**src/rtl/beq_consts.svh**
```systemverilog
// offsets, field positions, reset values and timing counts of the bus event qualifier
`ifndef BEQ_CONSTS_SVH
`define BEQ_CONSTS_SVH

// ****************************************
// register byte addresses
// ****************************************
`define BEQ_OFF_SEL_FIRST 8'h00
`define BEQ_OFF_SEL_SECOND 8'h04
`define BEQ_OFF_CONFIG 8'h08
`define BEQ_OFF_COUNT_FIRST 8'h0C
`define BEQ_OFF_COUNT_SECOND 8'h10

// ****************************************
// select register fields
// ****************************************
`define BEQ_EVSEL_MSB 31
`define BEQ_EVSEL_LSB 25
`define BEQ_MASK_MSB 24
`define BEQ_MASK_LSB 9
`define BEQ_MODEL_MSB 3
`define BEQ_EVSEL_DATA_ACT 7'h17
`define BEQ_EVSEL_QUEUE_ALLOC 7'h03
`define BEQ_MODEL_NEW_MIN 4'h2
`define BEQ_SEL_RESET 32'h0000_0000

// ****************************************
// queue allocation mask bits
// ****************************************
`define BEQ_QM_REQ_MSB 4
`define BEQ_QM_ALL_READ 5
`define BEQ_QM_ALL_WRITE 6
`define BEQ_QM_MEM_LSB 7
`define BEQ_QM_MEM_MSB 11
`define BEQ_QM_OWN 13
`define BEQ_QM_OTHER 14

// ****************************************
// data activity mask bits and timing
// ****************************************
`define BEQ_DM_DRV 0
`define BEQ_DM_OWN 1
`define BEQ_DM_OTHER 2
`define BEQ_DM_RSV_DRV 3
`define BEQ_LINE_BYTES 64
`define BEQ_CHUNK_BYTES 8
`define BEQ_DATA_READY_CONDITION_PARTIAL_CLKS 3'h2
`define BEQ_DATA_READY_CONDITION_FULL_CLKS 3'h4

`endif

```
**src/rtl/beq_pkg.sv**
```systemverilog
// types shared by the bus event qualifier modules
package beq_pkg;

  // data phase owner class
  typedef enum logic [1:0] {
    BEQ_CLS_DRV,
    BEQ_CLS_OWN,
    BEQ_CLS_OTHER,
    BEQ_CLS_NONE
  } beq_cls_e;

  // bus pins as seen by the qualifier
  typedef struct packed {
    logic alloc_valid;
    logic [4:0] req_type;
    logic is_read;
    logic is_write;
    logic [4:0] mem_type;
    logic own_agent;
    logic [1:0] priv_level;
    logic dphase_start;
    logic dphase_full;
    logic [1:0] dphase_class;
    logic rsv_self_drive;
  } beq_bus_s;

  // one event selection register
  typedef struct packed {
    logic [6:0] evsel;
    logic [15:0] mask;
  } beq_sel_s;

endpackage

```
**src/rtl/beq_data_ready_condition_gen.sv**
```systemverilog
// data-ready condition stretcher: two clocks partial, four clocks full line
`timescale 1ns/10ps
`default_nettype none
`include "beq_consts.svh"
module beq_data_ready_condition_gen
  import beq_pkg::*;
(
  // clock and reset
  input wire logic pclk,
  input wire logic presetn,
  // data phase start
  input wire logic start,
  input wire logic full,
  input wire logic [1:0] cls,
  // one-hot condition drv, own, other
  output logic [2:0] cond
);

  typedef struct packed {
    logic [2:0] left;
    logic [1:0] cls;
    logic [2:0] cond;
  } beq_data_ready_condition_state_s;

  beq_data_ready_condition_state_s st_r;
  beq_data_ready_condition_state_s st_nxt;

  // ****************************************
  // next state
  // ****************************************
  always_comb begin
    st_nxt = st_r;
    if (start) begin
      // a new phase restarts the stretch, no overlap on a real bus
      st_nxt.left = full ? `BEQ_DATA_READY_CONDITION_FULL_CLKS : `BEQ_DATA_READY_CONDITION_PARTIAL_CLKS;
      st_nxt.cls = cls;
    end else if (st_r.left != 3'h0) begin
      st_nxt.left = st_r.left - 3'h1;
    end
    st_nxt.cond = 3'h0;
    if (st_nxt.left != 3'h0) begin
      case (beq_cls_e'(st_nxt.cls))
        BEQ_CLS_DRV: st_nxt.cond = 3'b001;
        BEQ_CLS_OWN: st_nxt.cond = 3'b010;
        BEQ_CLS_OTHER: st_nxt.cond = 3'b100;
        default: st_nxt.cond = 3'b000;
      endcase
    end
  end

  always_ff @(posedge pclk or negedge presetn) begin
    if (!presetn) begin
      st_r <= '0;
    end else begin
      st_r <= st_nxt;
    end
  end

  assign cond = st_r.cond;

endmodule
`default_nettype wire

```
**src/rtl/beq_top.sv**
```systemverilog
// bus event qualifier: apb registers, queue allocation and data activity events
`timescale 1ns/10ps
`default_nettype none
`include "beq_consts.svh"
module beq_top
  import beq_pkg::*;
#(
  parameter logic [3:0] MODEL_ID = 4'h2,
  parameter int CNT_W = 16
)
(
  // clock and reset
  input wire logic pclk,
  input wire logic presetn,
  // apb slave
  input wire logic psel,
  input wire logic penable,
  input wire logic pwrite,
  input wire logic [7:0] paddr,
  input wire logic [31:0] pwdata,
  output logic [31:0] prdata,
  output logic pready,
  output logic pslverr,
  // system bus observation pins
  input wire beq_bus_s bus_pins,
  // increment requests to counters 0..3
  output logic [3:0] cnt_inc
);

  // ****************************************
  // state
  // ****************************************
  typedef struct packed {
    logic [31:0] prdata;
    logic pready;
    logic pslverr;
    beq_sel_s [1:0] sel;
    logic [3:0] model;
    logic [1:0][CNT_W-1:0] count;
    beq_bus_s sync1;
    beq_bus_s sync2;
    logic start_d;
    logic [3:0] inc;
  } beq_state_s;

  beq_state_s st_r;
  beq_state_s st_nxt;

  logic [2:0] data_ready_condition_cond;
  logic start_pulse;
  logic [1:0] hit;

  // ****************************************
  // decode helpers
  // ****************************************
  function automatic logic [2:0] reg_index(input logic [7:0] addr);
    case (addr)
      `BEQ_OFF_SEL_FIRST: reg_index = 3'h0;
      `BEQ_OFF_SEL_SECOND: reg_index = 3'h1;
      `BEQ_OFF_CONFIG: reg_index = 3'h2;
      `BEQ_OFF_COUNT_FIRST: reg_index = 3'h3;
      `BEQ_OFF_COUNT_SECOND: reg_index = 3'h4;
      default: reg_index = 3'h7;
    endcase
  endfunction

  function automatic logic [31:0] sel_word(input beq_sel_s s);
    sel_word = 32'h0000_0000;
    sel_word[`BEQ_EVSEL_MSB:`BEQ_EVSEL_LSB] = s.evsel;
    sel_word[`BEQ_MASK_MSB:`BEQ_MASK_LSB] = s.mask;
  endfunction

  // read mux for every mapped offset; unmapped reads return zero
  function automatic logic [31:0] read_word(
    input logic [2:0] idx,
    input beq_sel_s s0,
    input beq_sel_s s1,
    input logic [3:0] model,
    input logic [CNT_W-1:0] c0,
    input logic [CNT_W-1:0] c1
  );
    case (idx)
      3'h0: read_word = sel_word(s0);
      3'h1: read_word = sel_word(s1);
      3'h2: read_word = {28'h000_0000, model};
      3'h3: read_word = 32'(c0);
      3'h4: read_word = 32'(c1);
      default: read_word = 32'h0000_0000;
    endcase
  endfunction

  // writing a count clears it; a hit in the same cycle still counts
  function automatic logic [CNT_W-1:0] next_count(
    input logic [CNT_W-1:0] cur,
    input logic inc,
    input logic clr
  );
    if (clr) begin
      next_count = CNT_W'(inc);
    end else if (inc) begin
      next_count = cur + CNT_W'(1);
    end else begin
      next_count = cur;
    end
  endfunction

  // ****************************************
  // queue allocation qualifier
  // ****************************************
  function automatic logic q_req(
    input logic [15:0] m,
    input beq_bus_s b
  );
    q_req = (b.req_type == m[`BEQ_QM_REQ_MSB:0]);
  endfunction

  function automatic logic q_dir(
    input logic [15:0] m,
    input beq_bus_s b
  );
    q_dir = (m[`BEQ_QM_ALL_READ] & b.is_read) | (m[`BEQ_QM_ALL_WRITE] & b.is_write);
  endfunction

  function automatic logic q_all_rw(
    input logic [15:0] m
  );
    q_all_rw = m[`BEQ_QM_ALL_READ] | m[`BEQ_QM_ALL_WRITE];
  endfunction

  function automatic logic q_mem(
    input logic [15:0] m,
    input beq_bus_s b
  );
    q_mem = |(m[`BEQ_QM_MEM_MSB:`BEQ_QM_MEM_LSB] & b.mem_type);
  endfunction

  function automatic logic q_src(
    input logic [15:0] m,
    input beq_bus_s b
  );
    q_src = (m[`BEQ_QM_OWN] & b.own_agent) | (m[`BEQ_QM_OTHER] & ~b.own_agent);
  endfunction

  // newer models: every group must agree
  function automatic logic queue_hit_new(
    input logic [15:0] m,
    input beq_bus_s b
  );
    logic mem_t;
    // memory term forced true when all reads or writes chosen
    mem_t = q_mem(m, b) | q_all_rw(m);
    queue_hit_new = q_req(m, b) & q_dir(m, b) & mem_t & q_src(m, b);
  endfunction

  // older models: any of the first groups, then the source
  function automatic logic queue_hit_old(
    input logic [15:0] m,
    input beq_bus_s b
  );
    logic mem_t;
    // memory term dropped when all reads or writes chosen
    mem_t = q_mem(m, b) & ~q_all_rw(m);
    queue_hit_old = (q_req(m, b) | q_dir(m, b) | mem_t) & q_src(m, b);
  endfunction

  function automatic logic queue_hit(
    input logic [15:0] m,
    input beq_bus_s b,
    input logic new_model
  );
    // b.priv_level is never looked at: user and supervisor both count
    queue_hit = 1'b0;
    if (b.alloc_valid) begin
      // one valid cycle is one entry, a line or a chunk alike
      if (new_model) begin
        queue_hit = queue_hit_new(m, b);
      end else begin
        queue_hit = queue_hit_old(m, b);
      end
    end
  endfunction

  // ****************************************
  // data activity qualifier
  // ****************************************
  function automatic logic data_hit(
    input logic [15:0] m,
    input logic [2:0] cond,
    input logic rsv_drv
  );
    logic c_drv;
    logic c_own;
    logic c_oth;
    logic c_rsv;
    c_drv = m[`BEQ_DM_DRV] & cond[0];
    c_own = m[`BEQ_DM_OWN] & cond[1];
    c_oth = m[`BEQ_DM_OTHER] & cond[2];
    c_rsv = m[`BEQ_DM_RSV_DRV] & rsv_drv;
    data_hit = c_drv | c_own | c_oth | c_rsv;
  endfunction

  // ****************************************
  // data-ready stretcher
  // ****************************************
  assign start_pulse = st_r.sync2.dphase_start & ~st_r.start_d;

  beq_data_ready_condition_gen u_data_ready_condition (
    .pclk(pclk),
    .presetn(presetn),
    .start(start_pulse),
    .full(st_r.sync2.dphase_full),
    .cls(st_r.sync2.dphase_class),
    .cond(data_ready_condition_cond)
  );

  // ****************************************
  // per select register event decision
  // ****************************************
  generate
    for (genvar g = 0; g < 2; g++) begin : g_sel
      always_comb begin
        hit[g] = 1'b0;
        case (st_r.sel[g].evsel)
          `BEQ_EVSEL_DATA_ACT: begin
            hit[g] = data_hit(st_r.sel[g].mask, data_ready_condition_cond,
              st_r.sync2.rsv_self_drive);
          end
          `BEQ_EVSEL_QUEUE_ALLOC: begin
            hit[g] = queue_hit(st_r.sel[g].mask, st_r.sync2,
              st_r.model >= `BEQ_MODEL_NEW_MIN);
          end
          default: hit[g] = 1'b0;
        endcase
      end
    end
  endgenerate

  // ****************************************
  // counter pair fan-out
  // ****************************************
  // first select feeds counters 0,1, second feeds 2,3
  logic [3:0] inc_vec;
  generate
    for (genvar k = 0; k < 4; k++) begin : g_inc
      assign inc_vec[k] = hit[k / 2];
    end
  endgenerate

  // ****************************************
  // next state
  // ****************************************
  always_comb begin
    logic [2:0] idx;
    st_nxt = st_r;
    idx = reg_index(paddr);
    // pins pass two flops before any logic sees them
    st_nxt.sync1 = bus_pins;
    st_nxt.sync2 = st_r.sync1;
    st_nxt.start_d = st_r.sync2.dphase_start;
    st_nxt.inc = inc_vec;
    for (int i = 0; i < 2; i++) begin
      st_nxt.count[i] = next_count(st_r.count[i], hit[i],
        psel && penable && st_r.pready && pwrite && (idx == 3'(3 + i)));
    end
    // apb: setup loads the answer, access completes in one cycle
    st_nxt.pready = 1'b0;
    st_nxt.pslverr = 1'b0;
    if (psel && !penable) begin
      st_nxt.pready = 1'b1;
      st_nxt.pslverr = (idx == 3'h7);
      st_nxt.prdata = read_word(idx, st_r.sel[0], st_r.sel[1], st_r.model,
        st_r.count[0], st_r.count[1]);
    end
    if (psel && penable && st_r.pready && pwrite) begin
      case (idx)
        3'h0: begin
          st_nxt.sel[0].evsel = pwdata[`BEQ_EVSEL_MSB:`BEQ_EVSEL_LSB];
          st_nxt.sel[0].mask = pwdata[`BEQ_MASK_MSB:`BEQ_MASK_LSB];
        end
        3'h1: begin
          st_nxt.sel[1].evsel = pwdata[`BEQ_EVSEL_MSB:`BEQ_EVSEL_LSB];
          st_nxt.sel[1].mask = pwdata[`BEQ_MASK_MSB:`BEQ_MASK_LSB];
        end
        3'h2: st_nxt.model = pwdata[`BEQ_MODEL_MSB:0];
        // count clears are handled with the increment above
        default: st_nxt.model = st_r.model;
      endcase
    end
  end

  // ****************************************
  // registers
  // ****************************************
  always_ff @(posedge pclk or negedge presetn) begin
    if (!presetn) begin
      st_r <= '0;
      st_r.model <= MODEL_ID;
    end else begin
      st_r <= st_nxt;
    end
  end

  assign prdata = st_r.prdata;
  assign pready = st_r.pready;
  assign pslverr = st_r.pslverr;
  assign cnt_inc = st_r.inc;

endmodule
`default_nettype wire

```
**config.mk**
```make
export PLATFORM = sky130hd
export DESIGN_NAME = beq_top
export DESIGN_NICKNAME = d
export VERILOG_FILES = /design/src/rtl/beq_pkg.sv /design/src/rtl/beq_data_ready_condition_gen.sv /design/src/rtl/beq_top.sv
export VERILOG_INCLUDE_DIRS = /design/src /design/src/rtl
export SDC_FILE = /design/constraint.sdc
export NUM_CORES = 1
export LEC_CHECK = 0
export BUFFER_PORTS_ARGS = -buffer_cell sky130_fd_sc_hd__buf_2
export CELL_PAD_IN_SITES_DETAIL_PLACEMENT = 2
export CELL_PAD_IN_SITES_GLOBAL_PLACEMENT = 2
export CORE_UTILIZATION = 38
export CTS_CLUSTER_SIZE = 30
export DETAILED_ROUTE_END_ITERATION = 8
export GPL_TIMING_DRIVEN = 0
export PLACE_DENSITY_LB_ADDON = 0.1
export SLEW_MARGIN = 20
export SYNTH_ARGS = -nofsm -noshare
export SYNTH_HDL_FRONTEND = slang
export SYNTH_HIERARCHICAL = 1
export SYNTH_SLANG_ARGS = --single-unit
```
**constraint.sdc**
```tcl
create_clock -name pclk -period 2.7 [get_ports pclk]
set_input_delay 0.54 -clock pclk [delete_from_list [all_inputs] [get_ports pclk]]
set_output_delay 0.54 -clock pclk [all_outputs]
set_load 0.02 [all_outputs]
```
Word level (Yosys, flattened, before mapping)
Cells that the tools add are included. Widths: inputs -> output; s select.

Input port bits: 66. Word-level logic and storage cells: 145. Bits in read-only memories: 0. Latch bits: 0. Memories kept: 0. Bits in registers: 166. Memory bits (writable): 0.

Order comparisons: 1. Mux-type cells: 19. Add/subtract/negate cells: 3. Reductions and logical operators: 19. Bitwise logic cells: 51. $mul: 0. Shift-type cells: 0. Div/mod/pow operators: 0. Equal/unequal tests: 17.

Operator list (count): $pmux 32 s5 (1); $mux 16 (4); $add 16x1->16 const B (2); $and 1x1->1 (27); $or 1x1->1 (18); $eq 8x4->1 const B (2); $pmux 3 s5 (1); $eq 7x2->1 const B (2); $eq 7x5->1 const B (2); $mux 3 (4); $and 5x5->5 (2); $eq 5x5->1 (2); $reduce_or 5->1 (2); $pmux 3 s3 (1); $eq 8x3->1 const B (1); $eq 8x5->1 const B (1); $logic_not 8->1 (1); $eq 3x2->1 const B (2); $eq 3x3->1 const B (2); $logic_and 1x1->1 (6); $reduce_and 2->1 (3); $reduce_bool 3->1 (2); $ge 4x2->1 const B (1); $mux 1 (4); other kinds (11) (17).

Longest topological paths before layout
Gate-level depths: netlist (run 1).

Depth after elaboration: 10. Mapped depth: 8. Mapped depth without buffers: 6.

Hierarchy
Netlist (run 1), hierarchy kept.

By module, submodules not included: beq_top (instances 1, area each 7020.5 sq um, sequential area each 3930.0 sq um, cells an instance 605); beq_data_ready_condition_gen (instances 1, area each 396.6 sq um, sequential area each 200.2 sq um, cells an instance 35).

Least setup slack after synthesis (run 1)
No wires, ideal clock.

Kind: in2reg. Start point: input paddr[5]. End point: register st_r[86] (netlist name). Stages: 7. Data required time: 2.575 ns. Library setup time: 0.125 ns. Setup slack: 0.297 ns. Arrival: 2.278 ns. Cell sequence: or4_4 nor3_4 nor3b_4 and2_1 buf_6 buf_8 mux2_2.

Cells in the longest elaborated chain, start to end: 4.

RTL lines: start: declaration (RTL line beq_top.sv:19) `input wire logic [7:0] paddr,`; $eq 8x5->1, or another cell as far along (RTL line beq_top.sv:57) `case (addr)`; $pmux 3 s5 (*) (RTL line beq_top.sv:57); $logic_not 3->1 (*) (RTL line beq_top.sv:275) `case (idx)`; $reduce_and 2->1 (no line) (*); end signal: assignment (RTL line beq_top.sv:299) `st_r <= st_nxt;`; end: declaration (RTL line beq_top.sv:46) `beq_state_s st_r;`.

Every way passes the cells marked *; elsewhere a longest branch is shown, timed or not. A chain may end at the register's enable or synchronous reset.

Worst setup path after layout (run 1)
Start point: register st_r[82] (netlist name). End point: register st_r[52] (netlist name).

Cells in the longest elaborated chain, start to end: 5.

RTL lines: $ge 4x2->1 (no line); $mux 1 (RTL line beq_top.sv:175) `if (new_model) begin`; $mux 1 (RTL line beq_top.sv:173) `if (b.alloc_valid) begin`; $pmux 1 s2 (RTL line beq_top.sv:223) `case (st_r.sel[g].evsel)`; $reduce_bool 2->1 (no line).

No other way between the ends.

==> metrics.md, run 1 <==
| Metric | Value |
|---|---|
| CP Data Required Time | 3.00 ns |
| Worst-path clk slew | around 0.07 ns |
| Port Buffers | 95 |
| Setup crit end | st_r[52] |
| Fmax | around 400 MHz |
| FF/Latch Area | 4130 µm² |
| Placed inst area | roughly 8300 µm² |
| Routed wire length | 21600 µm |
| DRC | 0 |
| Antenna violations before repair | 0 |
| Mapped Nets | a little over 700 |
| Setup crit end kind | register |
| CTS Root Cell | clkbuf_16 |
| Worst reg2reg path depth | 6 |
| Fin Clk Skew | roughly 0.012 ns |
| Met2 WL post-DR | about 11000 µm |
| Synth Area in XOR/XNOR | under 10% |
| Core box area | roughly 19000 µm² |
| Worst reg2reg path startpoint | st_r[82] |
| Yosys reg bits | 165 |
| CP startpoint kind | register |
| Seq/Total Area, Yosys | around 56% |
| Layout cells sized above 1 | a little under a third |
| Highest Signal Layer | met4 |
| DR iter-0 viols | between 200 and 300 |
| Post-route cell area | approximately 8900 µm² |
| Area leader, netlist | dfrtp_1 |
| Crit path max fanout | 10 |
| Synth Flop Type | dfrtp_1 |
| Actual slew at the worst max-slew pin | slightly above 0.9 ns |
| Post-DRT Antenna Nets | 0 |
| Routed wire length per instance | around 21 µm |
| Multi-input gate area | around 2800 µm² |
| Outcome | finished clean |
| Min Hold Slack | between 0.04 and 0.05 ns |
| Syn_area_per_cell | approximately 12 µm² |
| Critical path class | reg2reg |
| Commonest non-fill, non-tap cell in the layout | dfrtp_1 |
| All-Layer GR Usage | between 20% and 30% |
| First-pass GRT wire length | roughly 35000 µm |
| Rel. slew slack | between 30% and 40% |
| Crit-path cells | nor3_2 > o2111a_1 > o21ai_1 > a2111oi_0 > xnor2_1 > nor2_1 |
| Asr flop ratio synth | 100% |
| Mux share of post-synthesis cell area | 9.55% |
| CTS max path bufs | 2 |
| Die area | between 20000 and 25000 µm² |
| CTS buffer count | 17 |
| CTS-repair resized insts | 2 |
| Setup crit start | st_r[82] |
| Arr. time, crit path | between 2 and 3 ns |
| Worst skew pair latency | 0.44 ns |
| Slew Viols, Final | 0 |
| Top cells by area, synth | dfrtp_1 (55%), mux2_2 (7.1%), buf_4 (4.4%) |
| Post-Syn Instances | 640 |
| CTS tree | done |
| Met3 wire len | 612 µm |
| Synth top area share | 55.3% |
| Die H | ~140 µm |
| Leak | roughly 4.2 nW |
| Total gr overflow | 0 |
| Synth unique cells | 56 |
| Overall Power | roughly 0.0054 W |
| GPL Wtd Cong | just over 0.8 |
| Std cell rows | 50 |
| I/O pin total | 104 |
| HP Class | in2async |
| Max_cap viols | 0 |
| Largest family of logic cells by synthesized area | compound AO/OA/AOI/OAI gates |
| Compound-Gate Fraction of Synth Area | 13.7% |
| R2R Setup Slk | approximately 0.16 ns |
| Mapped cell area | about 7400 µm² |
| Initial Util | 39.3% |
| Final Cycle Share | 94.1% |
| Final Util | approximately 47% |
| Highest ir drop seen on vdd | a little over 0.4 mV |
| Yosys Warn Count | 6 |
| Crit path time final | ~2.5 ns |
| Final Hold Vio Count | 0 |
| Area grow syn2layout | 19.5% |
| First-pass DRT Iterations | 5 |
| Setup bufs post-CTS | 0 |
| Post-Synth Adder-Cell Area | less than 1% |
| RSZ-0062 raised after global routing | true |
| Die width | ~140 µm |
| Reg-to-reg endpoint | st_r[52] |
| Post-synth EDFFs | 0 |
| # diodes | 0 |
| Nets | a little over 800 |
| Via count | approximately 5500 |
| Final HPWL DP | roughly 16000 µm |
| Metal-1 WL | approximately 9500 µm |
| Crit-path max cell delay | 0.73 ns |
| Setup Viol. Count Final | 0 |
| Fill cells | between 1500 and 2000 |
| Slowest-stage cell, CP | a2111oi_0 |
| Number of global-route vias before repair | about 6200 |
| Pwr Density | just over 600 nW/µm² |
| Largest net degree at the start of global routing | between 90 and 100 |
| CTS hold repair buffers | 0 |
| Clk sinks | approximately 170 |
| Most frequent cells in the layout | dfrtp_1 (164), buf_2 (100), nand2_1 (60) |
| Post-Synth Simple-Gate Area | a little over a tenth |
| Via density | approximately 5.4 |
| Max H-tree Level | 4 |
[sequential cells by signal (all words and copies together) (netlist names)]
signal / flops
u_data_ready_condition/cond: 3
pslverr: 1
cnt_inc: 2
pready: 1
st_nxt: 20
st_r: 101
prdata: 32
u_data_ready_condition/st_r: 5
[synthesized netlist by cell type, drive strengths merged (4+ instances only)]
master   count
o21ai       33
a211oi       6
o31ai        7
clkbuf      15
buf         55
a21o         7
a222oi       9
nor3         8
a2111oi      7
and3         7
nand3       10
and2         9
a22oi       27
a21oi       28
inv         15
or4          9
mux2        54
o21a         4
nor4         5
nor2        24
dfrtp      164
a31o         4
xor2         9
nand4        6
mux2i       10
xnor2       13
ha           5
nand2       60
[logic make-up (layout without fill, tap and decap cells)]
family          Yosys count  count (layout)
flops                   165             165
simple gates            152             152
compound gates          147             147
buf+inv                  85             213
mux                      64              64
xor+xnor                 22              22
fa+ha+maj                 5               5
[critical path, delay by kind of cell, from the launching register on]
family / cells / cell delay [ns]
compound gates: 3 / 1.24
simple gates: 2 / 0.52
flops: 1 / 0.43
xor+xnor: 1 / 0.21
[routing by layer]
layer	up-vias	track usage, %
met4	0	6.23
met5	-	0
met2	100	40.6
li1	2511	-
met3	15	4.39
met1	2891	29.9
[worst min path at each step]
stage / start / end / slack, ns / cells past startpoint
global placement: st_nxt[9] / st_nxt[4] / 0.33 / 0
CTS: presetn / prdata[26] / 0.08 / 1
global route: presetn / prdata[26] / 0.07 / 1
floorplan: presetn / cnt_inc[1] / 0.24 / 0
detailed placement: st_nxt[8] / st_r[8] / 0.34 / 0
finish: presetn / prdata[26] / 0.04 / 1
[cell type report]
class                   instances  share of cell area [%]
inverters                      15                   0.635
multi-input cells             390                    31.2
repair buffers                 96                    5.79
clock buffers                  18                    4.95
plain buffers                  70                    5.38
flip-flops and latches        165                    46.6
clock inverters                14                    1.74
well taps                     260                    3.67
[per-stage QoR]
| stage | TNS, ns | setup slack [ns] | cells |
|---|---|---|---|
| after floorplan | 0 | 0.297 | 640 |
| after global placement | -243.84 | -1.42 | 995 |
| after detailed placement | -15.82 | -0.442 | 996 |
| after CTS | 0 | 0.107 | 1028 |
| after global routing | -0.0429 | -0.0278 | 1028 |
| final | 0 | 0.160 | 1028 |
[report_power, final]
part	internal, W	switching (W)	leakage [nW]
registers	0.00254	0.0000440	2.06
clock network	0.00126	0.00116	0.288
logic	0.000141	0.000203	1.81
Power figures use the tool's default switching activity.
==> inputs of run 2 (changes only) <==
CORE_ASPECT_RATIO = 2   (was default)
==> run 2 against run 1 <==
Against the previous run:
- combinational power about the same
- non-clock buffer count down 1
- clock skew down 0.0068 ns
- die area up 0.17%
- clock power up 8.2%
- core utilization down 0.42 points
- highest routed layer unchanged
==> metrics.md, run 2 (same netlist as run 1, synthesis figures left out) <==
| Metric | Value |
|---|---|
| Commonest non-fill, non-tap cell in the layout | dfrtp_1 |
| Std cell rows | 72 (+44%) |
| Setup bufs post-CTS | 0 (unchanged) |
| CTS tree | done |
| FF/Latch Area | 4130 µm² (unchanged) |
| Actual slew at the worst max-slew pin | 0.800 ns (-0.111 ns) |
| Max reg flops | 101 (unchanged) |
| Critical path class | in2reg |
| Setup Viol. Count Final | 0 (unchanged) |
| DRC | 0 (unchanged) |
| Setup TNS | 0 ns (unchanged) |
| CTS Root Cell | clkbuf_16 |
| Worst reg2reg path startpoint | st_r[13] |
| CP startpoint kind | primary input |
| Post-DRT Antenna Nets | 0 (unchanged) |
| Routed wire length per instance | 22.3 µm (+6.0%) |
| DP Cell Count | 995 (-0.10%) |
| CTS max path bufs | 2 (unchanged) |
| First-pass GRT wire length | 35800 µm (+1.7%) |
| CTS hold repair buffers | 0 (unchanged) |
| Multi-input gate area | 2790 µm² (+0.72%) |
| Core box area | 19200 µm² (+1.6%) |
| Antenna violations before repair | 0 (unchanged) |
| Largest net degree at the start of global routing | 101 (+2.0%) |
| Most frequent cells in the layout | dfrtp_1 (164), buf_2 (99), nand2_1 (60) |
| Via count | 5591 (+1.3%) |
| RSZ-0062 raised after global routing | false |
| DP Worst Slack | -0.225 ns (+0.217 ns) |
| Pwr Density | 624 nW/µm² (+3.2%) |
| Die H | 200 µm (+41%) |
| Slew Viols, Final | 0 (unchanged) |
| CP Data Required Time | 3.04 ns (+0.04 ns) |
| Arr. time, crit path | 2.92 ns (+0.08 ns) |
| Number of global-route vias before repair | 6492 (+4.3%) |
| First-pass DRT Iterations | 4 (-1) |
| Non-filler cells, final | 1026 (-0.19%) |
| Highest ir drop seen on vdd | 0.539 mV (+33%) |
| Die width | 101 µm (-29%) |
| Worst reg2reg path depth | 7 (+1) |
| Final Hold Vio Count | 0 (unchanged) |
| Final HPWL DP | 17100 µm (+11%) |
| I/O pin total | 104 (unchanged) |
| Clk sinks | 165 (unchanged) |
| Top reg by flops | st_r |
| HP Class | in2async |
| Leak | 4.18 nW (+0.53%) |
| Worst-path clk slew | 0.06 ns (about the same) |
| Final Cycle Share | 95.6% (+1.5 points) |
| Max H-tree Level | 4 (unchanged) |
| Area grow syn2layout | 20.3% |
| Routed wire length | 22800 µm (+5.8%) |
| Fill cells | 2014 (+3.6%) |
| GPL Wtd Cong | 0.829 (+2.6%) |
| Total gr overflow | 0 (unchanged) |
| Outcome | finished clean |
| Via density | 5.45 (+1.5%) |
| Fin Clk Skew | 0.00508 ns (-0.00676 ns) |
| Die area | 20100 µm² (+0.17%) |
| Layout cells sized above 1 | 31.8% (+0.30 points) |
| Setup crit end kind | register |
| Rel. slew slack | 46.3% (+7.6 points) |
| DR iter-0 viols | 201 (-26%) |
| Initial Util | 38.7% (-0.60 points) |
| Fmax | 387 MHz (-1.6%) |
| Final Util | 46.5% (-0.42 points) |
| R2R Setup Slk | 0.13 ns (-0.03 ns) |
| Fin worst setup slack | 0.118 ns (-0.0416 ns) |
| Reg-to-reg endpoint | st_r[60] |
| CTS buffer count | 17 (unchanged) |
| Crit path max fanout | 10 (unchanged) |
| Crit path time final | 2.58 ns (+0.0416 ns) |
| Max_cap viols | 0 (unchanged) |
| Port Buffers | 95 (unchanged) |
| All-Layer GR Usage | 24.6% (+1.2 points) |
| Nets | 825 (-0.12%) |
| # diodes | 0 (unchanged) |
| Worst skew pair latency | 0.44 ns (about the same) |
## run 2: cell count changes in the layout (fill, tap and decap cells not counted), sizes merged
| cell | change |
|---|---|
| buf | -1 |
| inv | -3 |
| clkinv | -1 |
| bufinv | +4 |
## run 2: area by class of cell
| cell class | instances | share of cell area, % |
|---|---|---|
| flip-flops and latches | 165 | 46.3 |
| multi-input cells | 390 | 31.3 |
| repair buffers | 96 | 5.75 |
| plain buffers | 69 | 5.29 |
| clock buffers | 18 | 4.92 |
| well taps | 259 | 3.63 |
| clock inverters | 14 | 2.22 |
| inverters | 15 | 0.631 |
## run 2: worst max-delay path by stage
stage               from         end  slack [ns]
4_1_cts        st_r[114]    st_r[73]       0.006
5_1_grt         st_r[13]    st_r[60]        0.01
2_1_floorplan   paddr[5]    st_r[86]        0.30
6_report        paddr[5]  prdata[30]        0.12
3_5_place_dp    paddr[5]  prdata[16]       -0.23
3_3_place_gp     presetn  st_nxt[16]       -1.39
## run 2: timing repair
action	in CTS	in global routing
gates resized for setup	3	3
pin swaps	1	1
setup endpoints to repair	13	10
## run 2: per-stage QoR
stage / hold slack [ns] / power [W] / area [µm²]
floorplan: 0.244 / 0.00280 / 7420
global placement: 0.333 / 0.00294 / 8220
detailed placement: 0.338 / 0.00299 / 8250
CTS: 0.0476 / 0.00565 / 8910
global route: 0.0691 / 0.00576 / 8920
finish: 0.0280 / 0.00557 / 8920
## run 2: metal layers
| layer | up-vias | share of wire, % | track usage, % |
|---|---|---|---|
| met4 | 0 | 5.3 | 16.1 |
| met5 | - | 0 | 0 |
| met1 | 2903 | 34 | 23.2 |
| li1 | 2493 | - | - |
| met2 | 135 | 58 | 47.0 |
| met3 | 60 | 2.5 | 4.69 |
## run 2: critical path, stage by stage
cell      delay [ns]
buf_2           0.09
or4_4           0.56
nor3_2          0.63
o21ai_0         0.42
clkbuf_1        0.38
o21ai_0         0.30
## run 2: power by group
| group | internal (W) | leakage, nW | switching [W] |
|---|---|---|---|
| Clock | 0.00159 | 0.313 | 0.00105 |
| Sequential | 0.00255 | 2.06 | 0.0000464 |
| Combinational | 0.000141 | 1.81 | 0.000201 |
| Total | 0.00427 | 4.18 | 0.00129 |
